[config.mk]
export PLATFORM = sky130hd
export DESIGN_NAME = pod_detector
export DESIGN_NICKNAME = d
export VERILOG_FILES = /design/src/pod_pkg.sv /design/src/pod_detector.sv
export SDC_FILE = /design/constraint.sdc
export NUM_CORES = 1
export LEC_CHECK = 0
export BUFFER_PORTS_ARGS = -buffer_cell sky130_fd_sc_hd__clkbuf_2
export CAP_MARGIN = 20
export CORE_MARGIN = 2
export CORE_UTILIZATION = 25
export CTS_CLUSTER_SIZE = 30
export DETAILED_ROUTE_END_ITERATION = 7
export SLEW_MARGIN = 10
export SYNTH_ARGS = -nofsm -noshare
export SYNTH_HDL_FRONTEND = slang
export SYNTH_SLANG_ARGS = --single-unit
[constraint.sdc]
create_clock -name pclk -period 8.8 [get_ports pclk]
set_input_delay 0.88 -clock pclk [delete_from_list [all_inputs] [get_ports pclk]]
set_output_delay 0.88 -clock pclk [all_outputs]
set_load 0.005 [all_outputs]
[src/pod_pkg.sv]
// constants and types for the peak and overlevel detector
package pod_pkg;
    // ------------------------------------------------------------
    // widths
    // ------------------------------------------------------------
    localparam int POD_DW = 24;
    localparam int POD_PH = 3;
    localparam int POD_AW = 8;
    // ------------------------------------------------------------
    // register byte offsets
    // ------------------------------------------------------------
    localparam logic [POD_AW-1:0] POD_A_STATUS = 8'h00;
    localparam logic [POD_AW-1:0] POD_A_ENABLE = 8'h04;
    localparam logic [POD_AW-1:0] POD_A_PHASE = 8'h08;
    localparam logic [POD_AW-1:0] POD_A_MODE = 8'h0C;
    localparam logic [POD_AW-1:0] POD_A_PCYC = 8'h10;
    localparam logic [POD_AW-1:0] POD_A_VTHR = 8'h14;
    localparam logic [POD_AW-1:0] POD_A_ITHR = 8'h18;
    localparam logic [POD_AW-1:0] POD_A_VOLTAGE_PEAK_RESULT = 8'h1C;
    localparam logic [POD_AW-1:0] POD_A_CURRENT_PEAK_RESULT = 8'h20;
    // ------------------------------------------------------------
    // field positions
    // ------------------------------------------------------------
    localparam int POD_ST_OI = 17;
    localparam int POD_ST_OV = 18;
    localparam int POD_ST_PKI = 23;
    localparam int POD_ST_PKV = 24;
    localparam int POD_PH_OI_LO = 3;
    localparam int POD_PH_OV_LO = 9;
    localparam int POD_SEL_LO = 2;
    localparam int POD_RES_W = POD_DW + POD_PH;
    // ------------------------------------------------------------
    // reset values
    // ------------------------------------------------------------
    localparam logic [POD_DW-1:0] POD_FULL_SCALE = 24'h5A7540;
    localparam logic [31:0] POD_ZERO = 32'h00000000;
    // ------------------------------------------------------------
    // sample stream from the metering datapath
    // ------------------------------------------------------------
    typedef struct packed {
        logic valid;
        logic [POD_PH-1:0] zero_cross;
        logic [POD_PH-1:0][POD_DW-1:0] volt;
        logic [POD_PH-1:0][POD_DW-1:0] curr;
    } pod_samples_t;
endpackage : pod_pkg

[src/pod_detector.sv]
// peak and overlevel detector with apb register slave
// Functional notes
// - track voltage and current peaks, low 24 bits
// - period length is programmed half cycle count
// - mode bits 4:2 select phases A, B, C
// - every selected phase's crossing advances count
// - new peak sets one phase tag bit 26:24
// - tag is one-hot, or zero when no selected sample was nonzero, bit 24 A, 25 B
// - result and tag change only at period end
// - current period end sets status 23, masked irq
// - voltage period end sets status 24, masked irq
// - write one clears status bit, line releases
// - count write with phases selected restarts counter
// - compare sample magnitudes against 24-bit unsigned thresholds
// - overvoltage sets bit 18 and phase bits 11:9
// - phase A overvoltage sets phase bit 9
// - clearing bit 18 clears phase bits 11:9
// - overcurrent sets bit 17 and phase bits 5:3
// - clearing bit 17 clears phase bits 5:3
// - zero threshold trips on any nonzero sample, full scale only on a larger one
`timescale 1ns/1ps
`default_nettype none
module pod_detector #(
    parameter int PCYC_W = 8
) (
    input wire logic pclk, // apb clock
    input wire logic presetn, // async reset, active low
    input wire logic psel, // apb select
    input wire logic penable, // apb access phase
    input wire logic pwrite, // apb direction
    input wire logic [pod_pkg::POD_AW-1:0] paddr, // apb byte address
    input wire logic [31:0] pwdata, // apb write data
    output logic [31:0] prdata, // apb read data
    output logic pready, // apb ready
    output logic pslverr, // apb error on unmapped address
    input wire pod_pkg::pod_samples_t samples, // per-phase samples
    output logic event_line_n // event line, active low
);
    import pod_pkg::*;

    // ------------------------------------------------------------
    // state
    // ------------------------------------------------------------
    logic [31:0] event_status_reg, next_event_status_reg;
    logic [31:0] event_enable_reg, next_event_enable_reg;
    logic [31:0] phase_event_reg, next_phase_event_reg;
    logic [POD_PH-1:0] peak_phase_select, next_peak_phase_select;
    logic [PCYC_W-1:0] peak_half_cycle_count, next_peak_half_cycle_count;
    logic [POD_DW-1:0] high_voltage_threshold, next_high_voltage_threshold;
    logic [POD_DW-1:0] high_current_threshold, next_high_current_threshold;
    logic [POD_RES_W-1:0] voltage_peak_result, next_voltage_peak_result;
    logic [POD_RES_W-1:0] current_peak_result, next_current_peak_result;
    logic [PCYC_W-1:0] half_cnt, next_half_cnt;
    logic [POD_DW-1:0] v_run, next_v_run, i_run, next_i_run;
    logic [POD_PH-1:0] v_run_ph, next_v_run_ph, i_run_ph, next_i_run_ph;
    logic [31:0] next_prdata;
    logic next_pslverr;

    // ------------------------------------------------------------
    // combinational helpers
    // ------------------------------------------------------------
    logic setup, wr_en, mapped;
    logic [31:0] rd_val;
    logic [POD_PH-1:0][POD_DW-1:0] v_abs, i_abs;
    logic [POD_PH-1:0] ov_ph, oi_ph, zx_sel;
    logic [1:0] zx_n;
    logic [PCYC_W:0] cnt_sum;
    logic period_end;
    logic [POD_DW-1:0] v_best, i_best;
    logic [POD_PH-1:0] v_best_ph, i_best_ph;
    logic [31:0] st_set, st_clr, ph_set, ph_clr;

    function automatic logic [POD_DW-1:0] pod_abs(input logic [POD_DW-1:0] x);
        return x[POD_DW-1] ? POD_DW'(-x) : x;
    endfunction : pod_abs

    assign pready = 1'b1;

    // ------------------------------------------------------------
    // apb decode and read mux
    // ------------------------------------------------------------
    always_comb begin
        setup = psel & ~penable;
        wr_en = psel & penable & pwrite;
        mapped = 1'b1;
        rd_val = POD_ZERO;
        if (paddr == POD_A_STATUS) begin
            rd_val = event_status_reg;
        end else if (paddr == POD_A_ENABLE) begin
            rd_val = event_enable_reg;
        end else if (paddr == POD_A_PHASE) begin
            rd_val = phase_event_reg;
        end else if (paddr == POD_A_MODE) begin
            rd_val = 32'(peak_phase_select) << POD_SEL_LO;
        end else if (paddr == POD_A_PCYC) begin
            rd_val = 32'(peak_half_cycle_count);
        end else if (paddr == POD_A_VTHR) begin
            rd_val = 32'(high_voltage_threshold);
        end else if (paddr == POD_A_ITHR) begin
            rd_val = 32'(high_current_threshold);
        end else if (paddr == POD_A_VOLTAGE_PEAK_RESULT) begin
            rd_val = 32'(voltage_peak_result);
        end else if (paddr == POD_A_CURRENT_PEAK_RESULT) begin
            rd_val = 32'(current_peak_result);
        end else begin
            mapped = 1'b0;
        end
        // read data is captured in setup so it comes from a flop with zero wait states
        next_prdata = setup ? rd_val : prdata;
        next_pslverr = setup ? ~mapped : (psel & pslverr);
    end

    // ------------------------------------------------------------
    // peak tracking and overlevel detection
    // ------------------------------------------------------------
    always_comb begin
        zx_sel = samples.zero_cross & peak_phase_select;
        zx_n = 2'h0;
        v_best = v_run;
        i_best = i_run;
        v_best_ph = v_run_ph;
        i_best_ph = i_run_ph;
        for (int p = 0; p < POD_PH; p++) begin
            v_abs[p] = pod_abs(samples.volt[p]);
            i_abs[p] = pod_abs(samples.curr[p]);
            zx_n = zx_n + 2'(zx_sel[p]);
            ov_ph[p] = samples.valid & (v_abs[p] > high_voltage_threshold);
            oi_ph[p] = samples.valid & (i_abs[p] > high_current_threshold);
            // later phase wins only when strictly larger, so the tag stays one-hot
            if (samples.valid && peak_phase_select[p] && v_abs[p] > v_best) begin
                v_best = v_abs[p];
                v_best_ph = POD_PH'(1) << p;
            end
            if (samples.valid && peak_phase_select[p] && i_abs[p] > i_best) begin
                i_best = i_abs[p];
                i_best_ph = POD_PH'(1) << p;
            end
        end
        cnt_sum = {1'b0, half_cnt} + (PCYC_W+1)'(zx_n);
        // a zero count never ends a period
        period_end = (zx_n != 2'h0) && (peak_half_cycle_count != '0)
            && (cnt_sum >= {1'b0, peak_half_cycle_count});
    end

    // ------------------------------------------------------------
    // next state
    // ------------------------------------------------------------
    always_comb begin
        next_event_enable_reg = event_enable_reg;
        next_peak_phase_select = peak_phase_select;
        next_peak_half_cycle_count = peak_half_cycle_count;
        next_high_voltage_threshold = high_voltage_threshold;
        next_high_current_threshold = high_current_threshold;
        next_voltage_peak_result = voltage_peak_result;
        next_current_peak_result = current_peak_result;
        st_set = POD_ZERO;
        st_clr = POD_ZERO;
        ph_set = POD_ZERO;
        ph_clr = POD_ZERO;
        if (period_end) begin
            next_half_cnt = '0;
            next_v_run = '0;
            next_i_run = '0;
            next_v_run_ph = '0;
            next_i_run_ph = '0;
            next_voltage_peak_result = {v_best_ph, v_best};
            next_current_peak_result = {i_best_ph, i_best};
            st_set[POD_ST_PKI] = 1'b1;
            st_set[POD_ST_PKV] = 1'b1;
        end else begin
            next_half_cnt = cnt_sum[PCYC_W-1:0];
            next_v_run = v_best;
            next_i_run = i_best;
            next_v_run_ph = v_best_ph;
            next_i_run_ph = i_best_ph;
        end
        st_set[POD_ST_OV] = |ov_ph;
        st_set[POD_ST_OI] = |oi_ph;
        ph_set[POD_PH_OV_LO +: POD_PH] = ov_ph;
        ph_set[POD_PH_OI_LO +: POD_PH] = oi_ph;
        if (wr_en) begin
            if (paddr == POD_A_STATUS) begin
                st_clr = pwdata;
                if (pwdata[POD_ST_OV]) begin
                    ph_clr[POD_PH_OV_LO +: POD_PH] = '1;
                end
                if (pwdata[POD_ST_OI]) begin
                    ph_clr[POD_PH_OI_LO +: POD_PH] = '1;
                end
            end else if (paddr == POD_A_ENABLE) begin
                next_event_enable_reg = pwdata;
            end else if (paddr == POD_A_MODE) begin
                next_peak_phase_select = pwdata[POD_SEL_LO +: POD_PH];
            end else if (paddr == POD_A_PCYC) begin
                next_peak_half_cycle_count = pwdata[PCYC_W-1:0];
                if (peak_phase_select != '0) begin
                    next_half_cnt = '0;
                    next_v_run = '0;
                    next_i_run = '0;
                    next_v_run_ph = '0;
                    next_i_run_ph = '0;
                end
            end else if (paddr == POD_A_VTHR) begin
                next_high_voltage_threshold = pwdata[POD_DW-1:0];
            end else if (paddr == POD_A_ITHR) begin
                next_high_current_threshold = pwdata[POD_DW-1:0];
            end
        end
        // a fresh event in the clearing cycle survives the clear
        next_event_status_reg = (event_status_reg & ~st_clr) | st_set;
        next_phase_event_reg = (phase_event_reg & ~ph_clr) | ph_set;
    end

    // ------------------------------------------------------------
    // registers
    // ------------------------------------------------------------
    always_ff @(posedge pclk or negedge presetn) begin
        if (!presetn) begin
            event_status_reg <= POD_ZERO;
            event_enable_reg <= POD_ZERO;
            phase_event_reg <= POD_ZERO;
            peak_phase_select <= '0;
            peak_half_cycle_count <= '0;
            high_voltage_threshold <= POD_FULL_SCALE;
            high_current_threshold <= POD_FULL_SCALE;
            voltage_peak_result <= '0;
            current_peak_result <= '0;
            half_cnt <= '0;
            v_run <= '0;
            i_run <= '0;
            v_run_ph <= '0;
            i_run_ph <= '0;
            prdata <= POD_ZERO;
            pslverr <= 1'b0;
        end else begin
            event_status_reg <= next_event_status_reg;
            event_enable_reg <= next_event_enable_reg;
            phase_event_reg <= next_phase_event_reg;
            peak_phase_select <= next_peak_phase_select;
            peak_half_cycle_count <= next_peak_half_cycle_count;
            high_voltage_threshold <= next_high_voltage_threshold;
            high_current_threshold <= next_high_current_threshold;
            voltage_peak_result <= next_voltage_peak_result;
            current_peak_result <= next_current_peak_result;
            half_cnt <= next_half_cnt;
            v_run <= next_v_run;
            i_run <= next_i_run;
            v_run_ph <= next_v_run_ph;
            i_run_ph <= next_i_run_ph;
            prdata <= next_prdata;
            pslverr <= next_pslverr;
        end
    end

    assign event_line_n = ~|(event_status_reg & event_enable_reg);
endmodule : pod_detector
`default_nettype wire

==> results.ini <==
[timing]
final_period_minus_worst_setup_slack_ns=8.33
unrepaired_setup_endpoints_after_global_routing=no
period_share_pct=94.7
fin_skew_ns=0.0187
finalSetupViolations=0
hold-worst-slack_ns=0.352
finalWorstSetupSlack_ns=0.467
number_of_max_slew_violations_in_the_final_report=0
relSlewSlack_pct=24.1
clock.fmax_mhz=120
max_slew.worst_pin.slew_ns=1.13
timing_hold_violations_final=0

[global_route]
grt_use_met3_pct=2.77
grt-busiest-layer=met2
groute.layer.met2.usage_pct=31.9
grt.total_usage_pct=19.5
grt-ovfl-total=0
grt_first_pass_wirelength_mm=145
use_met1_pct=26.2
vias_in_the_first_global_route=22400
grt_max_degree=115
antenna_found_initial=7

[place]
routability_congestion=0.985
final_hpwl_from_detailed_placement_mm=80.5
io_buffers=226
dp_worst_setup_slack_ns=-0.0580
placedCellCount=4182

[die]
die_x_um=313
fp-row-count=113
fp.dieH_um=313
design.core.area_mm2=0.0947
io_pins=228
fp.dieArea_mm2=0.0978
initial_core_util_pct=25.1

[detailed_routing]
routed_wl_mm=99.6
drt_first_pass_iters=6
drt-initial-drc-count=2299
route.detailed.vias_per_inst=5.54
post-route-drc-count=0
ant_nets=0
vias=23500
detail_route.wl_per_cell_um=23.4

[power]
clockPowerShare_pct=35.4
netSwitchingFraction_pct=33.6
power_report.internal_total_mw=2.48
total_switching_power_mw=1.26
maximum_vdd_ir_drop_mv=0.142
total_power_mw=3.74
share_seq_of_total_power_pct=37.6
p_leak_nw=12.6
power.share.combinational_pct=27.0
power.density_cell_area_mw_per_mm2=134

[worst_setup_path]
cpLargestDelayFamily=compound AO/OA/AOI/OAI gates
worst-path-buf-inv=9
worst_setup_path_end_kind=register
setup_slack_reg_to_reg_ns=2.02
critPathLaunchType=input pin
cp_max_delay_cell=sky130_fd_sc_hd__or3b_2
critical_path.max_stage_delay_ns=0.48
worst_ep_arrival_time_ns=8.85
cp_common_cell=sky130_fd_sc_hd__buf_4
worst-endpoint-required_ns=9.32
crit_path_max_fanout=13
timing.setup.critical_path_class=in2reg

[cts]
cts_tree=done
clock_tree_root_driver_cell=sky130_fd_sc_hd__clkbuf_16
clock_latency_ns=0.61
cts_max_path_buffers=3
holdBufCountCts=0
clkSlewWorstSetupHoldPaths_ns=0.06
sink_count=278
numCtsBuffers=31
number_of_h_tree_levels=1

[synthesis]
synth-async-reset-ratio_pct=100
mappedNetlistArea_mm2=0.0238
synth_edf_count=0
yosys_cell_types=82
ys_warn_count=0
syn-instance-count=2719
ys_ff_latch=278
syn_area_per_cell_um2=8.76
postSynthNetCount=3218
postSynth.topFlopCell=sky130_fd_sc_hd__dfrtp_1
synth_sequential_area_ratio_pct=29.3

[final_layout]
filler_cell_count=10200
area_delta_synth_final_pct=17.6
nNetsFinal=3453
layoutNonFillerInstCount=4248
layout-drive-gt1-share_pct=17.7

[min_path]
hp-class=in2async

[flow_run]
cap_violations=0

[run_status]
status=finished clean

logic make-up (layout without fill, tap and decap cells):
group	count (synthesis)	after routing	share of synthesized area (%)
adders and majority gates	306	306	16.1
DFF	278	278	29.3
AOI/OAI and AO/OA	979	979	27.5
xor gates and xnor gates	132	132	4.85
buffers and inverters	269	529	4.32
and+or+nand+nor	683	683	14.5
muxes	71	71	3.34
other	1	5	0.0157
synth_stat cells, drive strengths merged (33+ instances only):
cell    count  share of area (%)
a21boi     61                1.9
a21o       34                1.1
a21oi     192                4.0
a221oi     52                1.9
a31oi      61                1.6
clkbuf    115                1.8
dfrtp     258                 27
ha        304                 16
inv       131                2.1
mux2       68                3.2
nand2     204                3.2
nand2b     37               0.97
nand4      69                1.8
nor2      128                2.0
nor3       50                1.1
o211ai     35                1.1
o21ai     207                4.3
o22ai      33               0.87
o31ai     105                3.3
xnor2     120                4.4
worst paths after layout:
path	from	endpoint	cells after the start
max in group asynchronous	presetn	voltage_peak_result[19]	2
max reg2reg	v_run[1]	v_run[23]	26
max	samples[0]	current_peak_result[7]	36
min in group pclk	prdata[12]	prdata[12]	2
min reg2reg	prdata[12]	prdata[12]	2
min	presetn	prdata[26]	1
worst register-to-register path, delay by kind of cell (launching register included):
family	cells	cell delay (ns)
fa+ha+maj	3	0.75
buf+inv	4	0.70
compound gates	14	3.69
simple gates	5	1.18
flops	1	0.39
per-layer routing:
metal | part of all wire [%] | vias up
met2 | 46 | 930
met3 | 6.6 | 209
met1 | 43 | 11500
met4 | 3.6 | 2
li1 | - | 10900
met5 | 0.0070 | -
layout by cell type (no fill, tap or decap), types with 58 or more instances in the layout:
| cell type | instances |
|---|---|
| sky130_fd_sc_hd__inv_1 | 131 |
| sky130_fd_sc_hd__buf_4 | 107 |
| sky130_fd_sc_hd__o31ai_1 | 104 |
| sky130_fd_sc_hd__dfrtp_1 | 258 |
| sky130_fd_sc_hd__nand4_1 | 69 |
| sky130_fd_sc_hd__a31oi_1 | 61 |
| sky130_fd_sc_hd__a21oi_1 | 191 |
| sky130_fd_sc_hd__nand2_1 | 204 |
| sky130_fd_sc_hd__a21boi_0 | 58 |
| sky130_fd_sc_hd__o21ai_0 | 200 |
| sky130_fd_sc_hd__xnor2_1 | 120 |
| sky130_fd_sc_hd__ha_1 | 304 |
| sky130_fd_sc_hd__mux2_2 | 68 |
| sky130_fd_sc_hd__nor2_1 | 126 |
| sky130_fd_sc_hd__clkbuf_2 | 225 |
area by class of cell:
class / instances / area [um2] / share of cell area, %
Antenna cell: 4 / 10.0 / 0.0357
Multi-Input combinational cell: 2172 / 15900 / 56.7
Timing Repair Buffer: 340 / 2060 / 7.35
Tap cell: 1265 / 1580 / 5.65
Clock inverter: 8 / 105 / 0.375
Clock buffer: 50 / 897 / 3.20
Inverter: 131 / 492 / 1.76
Sequential cell: 278 / 6980 / 24.9
power by group through the flow:
stage                     Sequential (mW)  Clock [mW]  Combinational [mW]
after floorplan                      1.39           0               0.609
after global placement               1.43           0               0.978
after detailed placement             1.43           0               0.993
after CTS                            1.40        1.34               0.998
after global routing                 1.41        1.39                1.12
final                                1.41        1.33                1.01
through the flow:
| step | setup TNS (ns) | instance area (um2) | util (%) |
|---|---|---|---|
| 2_1_floorplan | 0 | 23800 | - |
| 3_3_place_gp | -0.0352 | 26900 | 28.4 |
| 3_5_place_dp | -0.239 | 26900 | 28.4 |
| 4_1_cts | 0 | 27900 | 29.5 |
| 5_1_grt | 0 | 28000 | 29.6 |
| 6_report | 0 | 28000 | 29.6 |
timing repair:
action                     in CTS  in global routing
gates resized for setup         0                  2
setup endpoints to repair       0                 47
buffers inserted                0                  2
No activity file was read; power rests on OpenSTA's default activity.
